===== src/fsr_pkg.sv =====
// package: constants, opcodes, register map and states of the security-register flash host
package fsr_pkg;

  // ==========================================================================
  // timing
  localparam int unsigned SYS_PERIOD_NS = 8;
  localparam int unsigned SCK_PERIOD_NS = 64;
  localparam int unsigned CS_HIGH_NS    = 50;
  // half a serial clock period, rounded down so the link never runs slower than intended
  localparam logic [2:0]  SCK_HALF_CYC  = 3'(SCK_PERIOD_NS / (2 * SYS_PERIOD_NS));
  // least chip-select high time, rounded up
  localparam logic [3:0]  CS_HIGH_CYC   = 4'((CS_HIGH_NS + SYS_PERIOD_NS - 1) / SYS_PERIOD_NS);

  // ==========================================================================
  // flash opcodes
  localparam logic [7:0] OPC_ID_READ   = 8'h9F;
  localparam logic [7:0] OPC_PTAB_READ = 8'h5A;
  localparam logic [7:0] OPC_SEC_ERASE = 8'h44;
  localparam logic [7:0] OPC_SEC_PROG  = 8'h42;
  localparam logic [7:0] OPC_SEC_READ  = 8'h48;
  localparam logic [7:0] OPC_WR_ENABLE = 8'h06;
  localparam logic [7:0] OPC_STAT_READ = 8'h05;

  // ==========================================================================
  // operation codes written by software
  localparam logic [2:0] OP_ID_READ   = 3'h0;
  localparam logic [2:0] OP_PTAB_READ = 3'h1;
  localparam logic [2:0] OP_SEC_ERASE = 3'h2;
  localparam logic [2:0] OP_SEC_PROG  = 3'h3;
  localparam logic [2:0] OP_SEC_READ  = 3'h4;

  // ==========================================================================
  // register map (byte addresses) and fields
  localparam logic [7:0] REG_CTRL   = 8'h00;
  localparam logic [7:0] REG_ADDR   = 8'h04;
  localparam logic [7:0] REG_LEN    = 8'h08;
  localparam logic [7:0] REG_TXDATA = 8'h0C;
  localparam logic [7:0] REG_RXDATA = 8'h10;
  localparam logic [7:0] REG_STATUS = 8'h14;

  localparam int unsigned CTRL_OP_LSB    = 0;
  localparam int unsigned CTRL_A4_BIT    = 3;
  localparam int unsigned CTRL_QM_BIT    = 4;
  localparam int unsigned CTRL_START_BIT = 8;
  localparam int unsigned ADDR_SEL_LSB   = 8;
  localparam int unsigned STAT_BUSY_BIT  = 0;
  localparam int unsigned STAT_DONE_BIT  = 1;
  localparam int unsigned STAT_ERR_BIT   = 2;
  localparam int unsigned STAT_RV_BIT    = 3;
  localparam int unsigned STAT_WREQ_BIT  = 4;
  localparam int unsigned STAT_BYTE_LSB  = 8;
  localparam logic [8:0]  LEN_MAX        = 9'h100;
  localparam int unsigned FLASH_BUSY_BIT = 0;

  // ==========================================================================
  // sequencer states
  typedef enum logic [3:0] {
    ST_IDLE,
    ST_WREN,
    ST_GAP,
    ST_CMD,
    ST_ADDR,
    ST_DUMMY,
    ST_TX,
    ST_RX,
    ST_PCMD,
    ST_PRX
  } fsr_st_e;

endpackage : fsr_pkg


===== src/fsr_host.sv =====
// module: host sequencer for identification, parameter-table and security-register operations
//
// The Wishbone register port and the register offsets were decided locally.
`timescale 1ns/1ns
// ============================================================================
// Behaviour
// - table read: opcode 5Ah, 24-bit address, eight dummy clocks, then data.
// - table address bits 23..8 are zero; low byte selects start byte.
// - table read always uses 24-bit address, single-line mode only.
// - security erase 44h needs write enable issued beforehand.
// - register select in address bits 15..12 as 1..3, offset in 7..0.
// - chip select rises right after last address bit of an erase.
// - program 42h takes 1 to 256 bytes, needs write enable first.
// - chip select stays low through opcode, address and all data bytes.
// - security read: 48h, address, eight dummy clocks; device samples on rise.
// - security ops single-line only, 32-bit address in four-byte mode.
module fsr_host (
  input  wire logic        i_clk_sys,
  input  wire logic        i_nrst,
  input  wire logic        i_wb_cyc,
  input  wire logic        i_wb_stb,
  input  wire logic        i_wb_we,
  input  wire logic [7:0]  i_wb_adr,
  input  wire logic [3:0]  i_wb_sel,
  input  wire logic [31:0] i_wb_dat,
  output logic             o_wb_ack,
  output logic [31:0]      o_wb_dat,
  output logic             o_cs_n,
  output logic             o_sck,
  output logic [3:0]       o_io_out,
  output logic [3:0]       o_io_oe,
  input  wire logic [3:0]  i_io_in
);

  typedef struct packed {
    fsr_pkg::fsr_st_e st;
    fsr_pkg::fsr_st_e gap_nx;
    logic [2:0]       cnt;
    logic             ph;
    logic [3:0]       gcnt;
    logic             sck;
    logic             cs_n;
    logic [3:0]       io_out;
    logic [3:0]       io_oe;
    logic [3:0]       sy1;
    logic [3:0]       sy2;
    logic [31:0]      sh;
    logic [5:0]       nb;
    logic [7:0]       rx;
    logic [8:0]       left;
    logic [2:0]       op;
    logic             a4;
    logic             qm;
    logic [7:0]       off;
    logic [1:0]       sel;
    logic [8:0]       len;
    logic [7:0]       wdat;
    logic             wv;
    logic [7:0]       rdat;
    logic             rv;
    logic             busy;
    logic             done;
    logic             err;
    logic [7:0]       stat;
    logic             ack;
    logic [31:0]      dat;
  } fsr_state_s;

  fsr_state_s q;
  fsr_state_s d;
  logic       wb_hit;
  logic       start;
  logic       bad;

  // ==========================================================================
  // helpers
  function automatic logic [3:0] f_out(input logic [31:0] sh, input logic qm);
    f_out = qm ? sh[31:28] : {3'h0, sh[31]};
  endfunction : f_out

  function automatic logic [7:0] f_opc(input logic [2:0] op);
    case (op)
      fsr_pkg::OP_PTAB_READ: f_opc = fsr_pkg::OPC_PTAB_READ;
      fsr_pkg::OP_SEC_ERASE: f_opc = fsr_pkg::OPC_SEC_ERASE;
      fsr_pkg::OP_SEC_PROG:  f_opc = fsr_pkg::OPC_SEC_PROG;
      fsr_pkg::OP_SEC_READ:  f_opc = fsr_pkg::OPC_SEC_READ;
      default:               f_opc = fsr_pkg::OPC_ID_READ;
    endcase
  endfunction : f_opc

  // address left-aligned in the shifter; table reads stay 24-bit in any address mode
  function automatic logic [31:0] f_addr(input logic [2:0] op, input logic a4,
                                         input logic [1:0] sel, input logic [7:0] off);
    if (op == fsr_pkg::OP_PTAB_READ)
      f_addr = {16'h0000, off, 8'h00};
    else if (a4)
      f_addr = {16'h0000, 2'b00, sel, 4'h0, off};
    else
      f_addr = {8'h00, 2'b00, sel, 4'h0, off, 8'h00};
  endfunction : f_addr

  function automatic logic f_is_sec(input logic [2:0] op);
    f_is_sec = (op == fsr_pkg::OP_SEC_ERASE) || (op == fsr_pkg::OP_SEC_PROG)
            || (op == fsr_pkg::OP_SEC_READ);
  endfunction : f_is_sec

  // ==========================================================================
  // next state
  always_comb
  begin
    d      = q;
    d.sy1  = i_io_in;
    d.sy2  = q.sy1;
    d.ack  = 1'b0;
    wb_hit = i_wb_cyc & i_wb_stb & ~q.ack;
    start  = 1'b0;
    bad    = 1'b0;

    // serial clock divider: outputs change only while the clock is low
    if (q.st != fsr_pkg::ST_IDLE && q.st != fsr_pkg::ST_GAP && q.nb != 6'h00)
    begin
      if (q.cnt != fsr_pkg::SCK_HALF_CYC - 3'h1)
        d.cnt = q.cnt + 3'h1;
      else
      begin
        d.cnt = 3'h0;
        if (!q.ph)
        begin
          d.sck = 1'b1;
          d.ph  = 1'b1;
          d.rx  = q.qm ? {q.rx[3:0], q.sy2} : {q.rx[6:0], q.sy2[1]};
        end
        else
        begin
          d.sck    = 1'b0;
          d.ph     = 1'b0;
          d.nb     = q.nb - 6'h01;
          d.sh     = q.qm ? {q.sh[27:0], 4'h0} : {q.sh[30:0], 1'b0};
          d.io_out = f_out(d.sh, q.qm);
          if (q.nb == 6'h01 && q.st == fsr_pkg::ST_RX)
          begin
            d.rdat = q.rx;
            d.rv   = 1'b1;
            d.left = q.left - 9'h001;
          end
        end
      end
    end
    else
    begin
      case (q.st)
        fsr_pkg::ST_WREN:
        begin
          d.cs_n   = 1'b1;
          d.st     = fsr_pkg::ST_GAP;
          d.gap_nx = fsr_pkg::ST_CMD;
          d.gcnt   = 4'h0;
        end
        fsr_pkg::ST_GAP:
        begin
          if (q.gcnt != fsr_pkg::CS_HIGH_CYC - 4'h1)
            d.gcnt = q.gcnt + 4'h1;
          else
          begin
            d.cs_n = 1'b0;
            d.st   = q.gap_nx;
            if (q.gap_nx == fsr_pkg::ST_CMD)
              d.sh = {f_opc(q.op), 24'h000000};
            else
              d.sh = {fsr_pkg::OPC_STAT_READ, 24'h000000};
            d.nb     = 6'h08;
            d.io_out = f_out(d.sh, 1'b0);
          end
        end
        fsr_pkg::ST_CMD:
        begin
          if (q.op == fsr_pkg::OP_ID_READ)
          begin
            d.st     = fsr_pkg::ST_RX;
            d.io_oe  = q.qm ? 4'h0 : 4'h1;
            d.io_out = 4'h0;
          end
          else
          begin
            d.st     = fsr_pkg::ST_ADDR;
            d.sh     = f_addr(q.op, q.a4, q.sel, q.off);
            d.nb     = (q.op != fsr_pkg::OP_PTAB_READ && q.a4) ? 6'h20 : 6'h18;
            d.io_out = f_out(d.sh, 1'b0);
          end
        end
        fsr_pkg::ST_ADDR:
        begin
          if (q.op == fsr_pkg::OP_SEC_ERASE)
          begin
            d.cs_n   = 1'b1;
            d.st     = fsr_pkg::ST_GAP;
            d.gap_nx = fsr_pkg::ST_PCMD;
            d.gcnt   = 4'h0;
          end
          else if (q.op == fsr_pkg::OP_SEC_PROG)
            d.st = fsr_pkg::ST_TX;
          else
          begin
            d.st     = fsr_pkg::ST_DUMMY;
            d.sh     = 32'h00000000;
            d.nb     = 6'h08;
            d.io_out = 4'h0;
          end
        end
        fsr_pkg::ST_DUMMY:
          d.st = fsr_pkg::ST_RX;
        fsr_pkg::ST_TX:
        begin
          if (q.left == 9'h000)
          begin
            d.cs_n   = 1'b1;
            d.st     = fsr_pkg::ST_GAP;
            d.gap_nx = fsr_pkg::ST_PCMD;
            d.gcnt   = 4'h0;
          end
          else if (q.wv)
          begin
            // the link idles with chip select low until software supplies the byte
            d.sh     = {q.wdat, 24'h000000};
            d.nb     = 6'h08;
            d.wv     = 1'b0;
            d.left   = q.left - 9'h001;
            d.io_out = f_out(d.sh, 1'b0);
          end
        end
        fsr_pkg::ST_RX:
        begin
          if (q.left == 9'h000)
          begin
            d.cs_n   = 1'b1;
            d.st     = fsr_pkg::ST_IDLE;
            d.busy   = 1'b0;
            d.done   = 1'b1;
            d.io_oe  = 4'h0;
            d.io_out = 4'h0;
          end
          else if (!q.rv)
            d.nb = q.qm ? 6'h02 : 6'h08;
        end
        fsr_pkg::ST_PCMD:
        begin
          d.st = fsr_pkg::ST_PRX;
          d.nb = 6'h08;
        end
        fsr_pkg::ST_PRX:
        begin
          d.stat = q.rx;
          d.cs_n = 1'b1;
          if (q.rx[fsr_pkg::FLASH_BUSY_BIT])
          begin
            d.st     = fsr_pkg::ST_GAP;
            d.gap_nx = fsr_pkg::ST_PCMD;
            d.gcnt   = 4'h0;
          end
          else
          begin
            d.st     = fsr_pkg::ST_IDLE;
            d.busy   = 1'b0;
            d.done   = 1'b1;
            d.io_oe  = 4'h0;
            d.io_out = 4'h0;
          end
        end
        default:
        begin
        end
      endcase
    end

    // wishbone slave: one ack per request, dropped in the following cycle
    if (wb_hit)
    begin
      d.ack = 1'b1;
      d.dat = 32'h00000000;
      if (i_wb_adr == fsr_pkg::REG_CTRL)
      begin
        if (i_wb_we && !q.busy && i_wb_sel[0])
        begin
          d.op = i_wb_dat[fsr_pkg::CTRL_OP_LSB +: 3];
          d.a4 = i_wb_dat[fsr_pkg::CTRL_A4_BIT];
          d.qm = i_wb_dat[fsr_pkg::CTRL_QM_BIT];
        end
        start = i_wb_we & i_wb_sel[1] & i_wb_dat[fsr_pkg::CTRL_START_BIT];
        d.dat[fsr_pkg::CTRL_OP_LSB +: 3] = q.op;
        d.dat[fsr_pkg::CTRL_A4_BIT]      = q.a4;
        d.dat[fsr_pkg::CTRL_QM_BIT]      = q.qm;
      end
      else if (i_wb_adr == fsr_pkg::REG_ADDR)
      begin
        if (i_wb_we && !q.busy && i_wb_sel[0])
          d.off = i_wb_dat[7:0];
        if (i_wb_we && !q.busy && i_wb_sel[1])
          d.sel = i_wb_dat[fsr_pkg::ADDR_SEL_LSB +: 2];
        d.dat[7:0]                         = q.off;
        d.dat[fsr_pkg::ADDR_SEL_LSB +: 2] = q.sel;
      end
      else if (i_wb_adr == fsr_pkg::REG_LEN)
      begin
        if (i_wb_we && !q.busy && i_wb_sel[0])
          d.len[7:0] = i_wb_dat[7:0];
        if (i_wb_we && !q.busy && i_wb_sel[1])
          d.len[8] = i_wb_dat[8];
        d.dat[8:0] = q.len;
      end
      else if (i_wb_adr == fsr_pkg::REG_TXDATA)
      begin
        // a write while a byte is still pending overwrites it
        if (i_wb_we && i_wb_sel[0])
        begin
          d.wdat = i_wb_dat[7:0];
          d.wv   = 1'b1;
        end
        d.dat[7:0] = q.wdat;
      end
      else if (i_wb_adr == fsr_pkg::REG_RXDATA)
      begin
        // the engine only sets this flag while it is clear, so a read never hides a new byte
        if (!i_wb_we && q.rv)
          d.rv = 1'b0;
        d.dat[7:0] = q.rdat;
      end
      else if (i_wb_adr == fsr_pkg::REG_STATUS)
      begin
        d.dat[fsr_pkg::STAT_BUSY_BIT]     = q.busy;
        d.dat[fsr_pkg::STAT_DONE_BIT]     = q.done;
        d.dat[fsr_pkg::STAT_ERR_BIT]      = q.err;
        d.dat[fsr_pkg::STAT_RV_BIT]       = q.rv;
        d.dat[fsr_pkg::STAT_WREQ_BIT]     = (q.st == fsr_pkg::ST_TX) && !q.wv
                                          && (q.left != 9'h000);
        d.dat[fsr_pkg::STAT_BYTE_LSB +: 8] = q.stat;
      end
    end

    // start: refused while busy; bad combinations only clear done and raise the error flag
    if (start && q.st == fsr_pkg::ST_IDLE)
    begin
      bad = (d.qm && d.op != fsr_pkg::OP_ID_READ)
         || (f_is_sec(d.op) && d.sel == 2'b00)
         || (d.op == fsr_pkg::OP_SEC_PROG && (d.len == 9'h000 || d.len > fsr_pkg::LEN_MAX))
         || (d.op > fsr_pkg::OP_SEC_READ);
      d.done = 1'b0;
      d.err  = bad;
      if (!bad)
      begin
        d.busy  = 1'b1;
        d.left  = d.len;
        d.rv    = 1'b0;
        d.wv    = 1'b0;
        d.cs_n  = 1'b0;
        d.cnt   = 3'h0;
        d.ph    = 1'b0;
        d.io_oe = d.qm ? 4'hF : 4'h1;
        if (d.op == fsr_pkg::OP_SEC_ERASE || d.op == fsr_pkg::OP_SEC_PROG)
        begin
          d.st = fsr_pkg::ST_WREN;
          d.sh = {fsr_pkg::OPC_WR_ENABLE, 24'h000000};
          d.nb = 6'h08;
        end
        else
        begin
          d.st = fsr_pkg::ST_CMD;
          d.sh = {f_opc(d.op), 24'h000000};
          d.nb = d.qm ? 6'h02 : 6'h08;
        end
        d.io_out = f_out(d.sh, d.qm);
      end
    end
  end

  always_ff @(posedge i_clk_sys)
  begin
    if (!i_nrst)
    begin
      q      <= '0;
      q.cs_n <= 1'b1;
    end
    else
      q <= d;
  end

  assign o_wb_ack = q.ack;
  assign o_wb_dat = q.dat;
  assign o_cs_n   = q.cs_n;
  assign o_sck    = q.sck;
  assign o_io_out = q.io_out;
  assign o_io_oe  = q.io_oe;
endmodule : fsr_host


===== config.mk =====
export PLATFORM = sky130hd
export DESIGN_NAME = fsr_host
export DESIGN_NICKNAME = d
export VERILOG_FILES = /design/src/fsr_pkg.sv /design/src/fsr_host.sv
export SDC_FILE = /design/constraint.sdc
export NUM_CORES = 1
export LEC_CHECK = 0
export ABC_AREA = 1
export BUFFER_PORTS_ARGS = -buffer_cell sky130_fd_sc_hd__buf_2
export CORE_MARGIN = 2
export CORE_UTILIZATION = 45
export CTS_CLUSTER_SIZE = 20
export DETAILED_ROUTE_END_ITERATION = 6
export HOLD_SLACK_MARGIN = 0.03
export SYNTH_ARGS = -nofsm -noshare
export SYNTH_HDL_FRONTEND = slang
export SYNTH_SLANG_ARGS = --single-unit

===== constraint.sdc =====
create_clock -name i_clk_sys -period 7 [get_ports i_clk_sys]
set_clock_uncertainty 0.2 [all_clocks]
set_input_delay 1.05 -clock i_clk_sys [delete_from_list [all_inputs] [get_ports i_clk_sys]]
set_output_delay 1.05 -clock i_clk_sys [all_outputs]
set_load 0.01 [all_outputs]

Word level (Yosys, flattened, before mapping) --
Cells that the tools add are included.
Storage, ports and cells: word-level logic and storage cells 270, memory bits (writable) 0, flip-flop bits (word level) 159, output and inout bits 43, latch bits 0, memories kept 0, bits of input ports 53, ROM bits 0
Operators by class: add/subtract/negate cells 4, muxes and demuxes 138, reduce and logical (&&, ||, !) cells 49, bitwise operators 12, multiply operators 0, magnitude comparators 2, equality and inequality tests 34, shift-type cells 0, divide/modulo/power cells 0
Operators with widths (count):
- $mux W38 | 11
- $mux W9 | 16
- $pmux W32 S4 | 1
- $mux W4 | 29
- $mux W32 | 3
- $mux W8 | 11
- $mux W33 | 2
- $pmux W8 S4 | 2
- $mux W55 | 1
- $pmux W4 S9 | 1
- $pmux W6 S6 | 1
- $mux W5 | 6
- $mux W28 | 1
- $mux W1 | 26
- $mux W6 | 4
- $pmux W4 S6 | 1
- $mux W22 | 1
- $mux W10 | 2
- $pmux W4 S5 | 1
- $logic_not A9 Y1 | 2
- $mux W18 | 1
- $mux W2 | 9
- $eq A4 B3 Y1 const B | 4
- $eq A8 B4 Y1 const B | 2
- other kinds (49) | 101

Longest topological paths before layout --
Gate-level depths: netlist of run 1.
depth after elaboration 19, depth in mapped cells 18, mapped depth without buffers 17

Least setup slack after synthesis of run 1 --
Ideal clock, no wire load.
path type input port to flip-flop, start point in i_wb_adr[1], end point reg q (netlist bit o_io_oe[1]), slack 3992 ps, arrival 2690 ps, library setup time 118 ps, stages on the path 12, buffers on the path 1, data required time 6682 ps, cell sequence nor2_1 > nand2_2 > nor2_8 > nand2_2 > or3_1 > a21oi_1 > nand2_1 > nor2_4 > nand2_4 > nand2_4 > buf_6 > o21ai_1
Between the ends: longest elaborated chain between the ends 12, elaborated cells between the ends (all ways) 32, those cells by class order compare (2); eq/ne (5); mux (11); reduce/logical (14)
RTL lines:
- from (decl) | line fsr_host.sv:23 | input wire logic [7:0] i_wb_adr,
- $eq A8 B4 Y1 / $logic_not A8 Y1 (equally long branches) | line fsr_host.sv:302, fsr_host.sv:280
- $mux W9 / $mux W5 (equally long branches) | line fsr_host.sv:302, fsr_host.sv:280
- $mux W18 / $mux W33 (equally long branches) | line fsr_host.sv:293, fsr_host.sv:276
- $mux W28, or another cell as far along | line fsr_host.sv:280 | if (i_wb_adr == fsr_pkg::REG_CTRL)
- $mux W33 / $logic_or A1 B1 Y1 (equally long branches) | line fsr_host.sv:276, fsr_host.sv:103
- $gt A9 B9 Y1, or another cell as far along | line fsr_host.sv:344 | || (d.op == fsr_pkg::OP_SEC_PROG && (d.len == 9'h000 || d.len > fsr_pkg::LEN_MAX))
- $logic_or A1 B1 Y1 / $logic_and A1 B1 Y1 (equally long branches) | line fsr_host.sv:344, fsr_host.sv:343
- $logic_and A1 B1 Y1 / $logic_or A1 B1 Y1 (equally long branches) | line fsr_host.sv:344, fsr_host.sv:343
- $logic_or A1 B1 Y1 | line fsr_host.sv:344
- $logic_or A1 B1 Y1 | line fsr_host.sv:345 | || (d.op > fsr_pkg::OP_SEC_READ);
- $mux W9 | line fsr_host.sv:348 | if (!bad)
- $mux W9 * | line fsr_host.sv:340 | if (start && q.st == fsr_pkg::ST_IDLE)
- to (decl) | line fsr_host.sv:69 | fsr_state_s q;
Every way passes the cells marked *; elsewhere a longest branch is shown, timed or not. A chain may end at the register's enable or synchronous reset.

Final worst setup path of run 1 --
start point in i_wb_adr[1], end point reg q[89] (netlist bit)
Same word-level chain as after synthesis.

==> results_dict.tcl, run 1 <==
set metrics [dict create \
    routedWlPerCell_um 16.5 \
    cts_hold_buf 0 \
    grt_busiest_layer "met2" \
    rows 50 \
    internal-power_uw 1710 \
    hpwlAfterDp_um 17500 \
    worst-slew-pin-transition_ns 0.968 \
    die_h_um 141 \
    synth.distinct_cells 55 \
    route.detailed.drc 0 \
    clkPwrFrac_pct 37.3 \
    sw_frac_of_total_pct 34.6 \
    synth_edf_count 0 \
    slew_headroom_pct 35.2 \
    ys_top_cells_by_area "dfxtp_1 (37%), nand2_1 (8.7%), inv_1 (7.8%)" \
    drv_slew 0 \
    p_sw_uw 904 \
    syn_to_final_growth_pct 8.92 \
    async_flop_share_pct 0 \
    leakage_uw 0.00389 \
    yosysTopAreaCellShare_pct 36.8 \
    yosys_most_used_dff "dfxtp_1" \
    max_freq_ghz 0.264 \
    place_congestion 0.949 \
    ant_nets 0 \
    clockBufferDepth 2 \
    status "completed" \
    critPathTopFamily "simple AND/OR/NAND/NOR gates" \
    path_class "primary input to flop" \
    p_seq_share_pct 38.2 \
    core_sq_mm 0.0186 \
    post_synth.cell_area_avg_sq_um 6.91 \
    vias_per_cell 5.47 \
    setup_viol 0 \
    max_cap_violations 0 \
    drive_gt1_share_pct 9.93 \
    grt.total_usage_pct 25.0 \
    grt_pass1_wl_um 39600 \
    drt_iter0_markers 655 \
    final_core_util_pct 49.7 \
    critical_path.max_stage_delay_ns 0.54 \
    power_density_mw_per_mm2 283 \
    crit_arrival_ns 3.88 \
    finalWorstPathRequiredPeriod_ns 3.78 \
    initial_core_util_pct 45.7 \
    cts.sinks 156 \
    overflow 0 \
    rsz0062_at_grt "false" \
    path_clk_slew_ns 0.07 \
    grt_max_degree 60 \
    crit_chain "buf_2 -> nor2_1 -> nand2_2 -> nor2_8 -> nand3_4 -> nand2_1 -> o21ai_0 -> o21ai_0 -> nand2_1 -> nor2_4 -> nand2_4 -> nand2_4 -> a21oi_1" \
    cts_resized 0 \
    hold_class "flop to flop" \
    required_ns 7.09 \
    p_total_uw 2620 \
    antenna_cells 0 \
    io_pins 96 \
    root_buffer "clkbuf_16" \
    synth_sequential_area_ratio_pct 36.8 \
    via_count 8118 \
    postCtsSetupBuffers 0 \
    first_pass_iters 5 \
    fin_crit_sh_pct 54.1 \
    clk_latency_ns 0.44 \
    cts_tree "done" \
    die_w_um 141 \
    grt.met3_usage_pct 3.48 \
    worstSetupEndpointType "flop" \
    drt_wl_total_um 24400 \
    cp_slowest_cell "nand2_4" \
    crit_fanout 51 \
    ys_warn_count 0 \
    syn_area_sq_mm 0.00848 \
    comb_power_share_pct 24.5 \
    cp_num_buf_inv 1 \
    synth_cells 1227 \
    seq_area_sq_mm 0.00312 \
    hold_viol 0 \
    use_met2_pct 38.4 \
    nNetsFinal 1298 \
    dieArea_sq_mm 0.0200 \
    antenna_found_initial 0 \
    multi_input_area_sq_mm 0.00422 \
    yosysTopAreaCell "dfxtp_1" \
    cts-htree-levels 4 \
    port_buffers 55 \
    worst_setup_path_start_kind "primary input" \
    cts_buffers 17 \
    num-fill-cells 1890 \
    first_global_vias 7475 \
    ir_drop_mv 0.180 \
    setup_tns_ns 0 \
    met1_usage_pct 35.9 \
    ys_seq_elements 156 \
]
-- kinds of logic after synthesis --
kind of cell	after synthesis	share of synthesized area [%]
compound gates	348	23.8
xor+xnor	7	0.723
fa+ha+maj	9	1.33
buf+inv	265	14.1
flops	156	36.8
mux	1	0.118
other cells	1	0.0442
simple gates	440	23.1
-- cell usage in the layout (no fill, tap or decap), types with 7 or more instances in the layout --
cell type / n
conb_1: 16
ha_1: 9
nor3_2: 8
a221oi_1: 11
nand2_2: 7
dfxtp_1: 156
nor2_1: 137
nor3_1: 20
inv_1: 177
a21oi_1: 131
a211oi_1: 15
nand3_1: 42
clkbuf_16: 17
o22ai_1: 25
o21ai_0: 112
o221ai_1: 17
o211ai_1: 9
nand4_1: 9
buf_2: 55
nand2_1: 196
-- tightest hold or removal path: stages (launching register included) --
cell and delay, ns:
dfxtp_1 0.31, nand2_1 0.04, inv_1 0.04
-- cell type report --
class	instances	share of cell area, %
Multi-Input combinational cell	821	45.7
Sequential cell	156	33.8
Inverter	180	7.34
Clock buffer	18	4.75
Timing Repair Buffer	60	3.39
Tap cell	234	3.17
Clock inverter	14	1.84
-- synth_stat cells (2+ instances only) --
library cell and count:
inv_1 177, nand3_1 42, o22ai_1 25, o211a_1 2, nor2_4 2, a211oi_1 15, o221ai_1 17, buf_4 43
and3_1 3, o211ai_1 9, buf_2 3, a21oi_1 131, a32oi_1 2, nand2_1 196, a31oi_1 3, nand2_4 2
a22oi_1 6, xor2_1 6, buf_6 4, ha_1 9, nor3_1 20, dfxtp_1 156, o2111ai_1 2, nand3b_1 2
nor3_2 8, o21ai_1 4, o41ai_1 2, nor3b_1 3, nand2_2 7, clkbuf_1 34, nor2_1 137, o21ai_0 112
nand4_1 9, a221oi_1 11, nor2_8 3
-- metal layers --
metal / wire length (um) / up-vias
met5: 0 / -
met4: 584 / 0
met3: 1330 / 38
met2: 10700 / 263
met1: 11800 / 3765
li1: - / 4052
-- final timing paths --
path                    start      to  slack [ns]  cells after the start
hold / removal         d[143]  q[143]        0.21                      2
hold reg to reg        d[143]  q[143]        0.21                      2
setup / recovery  i_wb_adr[1]   q[89]        3.22                     13
setup reg to reg       q[164]  q[135]        3.38                     11
-- metrics by stage --
step | std cells | area [sq um] | setup WS (ns) | hold slack [ns]
after floorplan | 1242 | 8540 | 3.99 | 0.190
after global placement | 1451 | 8630 | 2.82 | 0.194
after detailed placement | 1451 | 8630 | 2.79 | 0.200
after CTS | 1483 | 9240 | 3.24 | 0.218
after global routing | 1483 | 9240 | 2.88 | 0.242
final | 1483 | 9240 | 3.22 | 0.213
-- registers in the layout, indices dropped and copies added (netlist names) --
register,cells
o_io_out,4
o_cs_n,1
o_sck,1
o_wb_dat,16
q,125
d,4
o_wb_ack,1
o_io_oe,4
-- power by group through the flow --
| stage | clock, uW | combinational (uW) | sequential, uW |
|---|---|---|---|
| 2_1_floorplan | 0 | 496 | 1010 |
| 3_3_place_gp | 0 | 624 | 1020 |
| 3_5_place_dp | 0 | 631 | 1020 |
| 4_1_cts | 983 | 633 | 998 |
| 5_1_grt | 1020 | 730 | 1010 |
| 6_report | 976 | 641 | 999 |
Power figures use the tool's default switching activity.
==> run 2: changes to the inputs <==
==> constraint.sdc (replaced) <==
create_clock -name i_clk_sys -period 3.74 [get_ports i_clk_sys]
set_clock_uncertainty 0.2 [all_clocks]
set_input_delay 0.561 -clock i_clk_sys [delete_from_list [all_inputs] [get_ports i_clk_sys]]
set_output_delay 0.561 -clock i_clk_sys [all_outputs]
set_load 0.01 [all_outputs]
==> results_dict.tcl, run 2 (synthesized netlist as in run 1, its figures left out) <==
set metrics [dict create \
    crit_arrival_ns 3.06 \
    drv_slew 0 \
    final_core_util_pct 50.4 \
    antenna_found_initial 1 \
    clk_latency_ns 0.44 \
    initial_core_util_pct 45.7 \
    ant_nets 0 \
    cts-htree-levels 4 \
    syn_to_final_growth_pct 10.5 \
    drt_wl_total_um 24500 \
    hpwlAfterDp_um 18000 \
    dp.cells 1467 \
    route.detailed.drc 0 \
    grt.total_usage_pct 25.0 \
    antenna_cells 0 \
    die_w_um 141 \
    setup_tns_ns 0 \
    rows 50 \
    r2r_end "q[136]" \
    ir_drop_mv 0.317 \
    path_class "flop to flop" \
    overflow 0 \
    fin_crit_sh_pct 77.4 \
    reg2reg_from "o_wb_ack" \
    hold_class "primary input to flop" \
    setup_viol 0 \
    final_common_cell "nand2_1" \
    rr_worst_depth 14 \
    via_count 8014 \
    slew_headroom_pct 41.1 \
    first_pass_iters 5 \
    cts.sinks 156 \
    place_congestion 0.945 \
    clockBufferDepth 2 \
    worst-slew-pin-transition_ns 0.880 \
    cts_hold_buf 0 \
    postCtsSetupBuffers 0 \
    status "completed" \
    hold_viol 0 \
    max_cap_violations 0 \
    first_global_vias 7369 \
    largest_reg_flops 125 \
    rsz0062_at_grt "false" \
    whs_ns 0.0942 \
    power_density_mw_per_mm2 514 \
    crit_fanout 18 \
    nNetsFinal 1314 \
    worstSetupEndpointType "flop" \
    leakage_uw 0.00397 \
    grt_max_degree 59 \
    cts_resized 0 \
    path_clk_slew_ns 0.07 \
    vias_per_cell 5.35 \
    io_pins 96 \
    worst_setup_path_start_kind "flop" \
    core_sq_mm 0.0186 \
    required_ns 3.91 \
    layout.cells.non_filler 1499 \
    cts_tree "done" \
    max_freq_ghz 0.346 \
    grt_pass1_wl_um 39300 \
    r2r_slack_ns 0.85 \
    root_buffer "clkbuf_16" \
    crit_end "q[136]" \
    dieArea_sq_mm 0.0200 \
    drive_gt1_share_pct 11.1 \
    startpoint "o_wb_ack" \
    routedWlPerCell_um 16.3 \
    die_h_um 141 \
    cts_buffers 17 \
    largest-register "q" \
    finalWorstPathRequiredPeriod_ns 2.89 \
    port_buffers 55 \
    mostFrequentLayoutCells "nand2_1 (196), inv_1 (177), dfxtp_1 (156)" \
    drt_iter0_markers 711 \
]
## run 2: how the worst min path moves through the flow
stage	start	end	slack, ns	cells past startpoint
after detailed placement	d[144]	q[144]	0.20	2
after global placement	d[142]	q[142]	0.19	2
after global routing	i_io_in[3]	d[144]	0.1	3
after CTS	i_io_in[3]	d[144]	0.09	3
after floorplan	d[141]	q[141]	0.19	2
final	i_io_in[3]	d[144]	0.09	3
## run 2: layout make-up
type / count / area (sq um)
inverters: 180 / 678
fillers: 1908 / 9210
clock inverters: 14 / 143
multi-input cells: 821 / 4220
well taps: 234 / 293
repair buffers: 76 / 470
flip-flops and latches: 156 / 3120
clock buffers: 18 / 439
## run 2: critical path, stage by stage, from the launching register on
cell	delay, ns
dfxtp_1	0.37
nor2_8	0.21
inv_4	0.15
nor2_8	0.27
nand2_1	0.23
nor2_1	0.20
nand2_1	0.06
o21ai_0	0.10
nand2_1	0.10
a21oi_2	0.16
nor2_4	0.06
nand2_4	0.12
nand2_4	0.19
buf_4	0.26
a21oi_1	0.14
## run 2: per-layer routing
metal | GRT usage [%] | vias to the layer above | share of wire (%)
met5 | 0 | - | 0.045
met4 | 7.53 | 2 | 1.8
met3 | 5.33 | 42 | 6.9
met2 | 38.4 | 256 | 44
met1 | 35.5 | 3621 | 48
li1 | - | 4093 | -
## run 2: power breakdown
part           internal (uW)  switching [uW]
combinational            417             802
clock                    906             821
sequential              1780            87.0
## run 2: per-stage QoR
stage	power, uW	instance area (sq um)	setup WS [ns]
floorplan	2810	8540	1.22
global placement	3110	8790	0.541
detailed placement	3120	8790	0.495
CTS	4830	9370	0.813
global route	5100	9370	0.587
finish	4820	9370	0.847
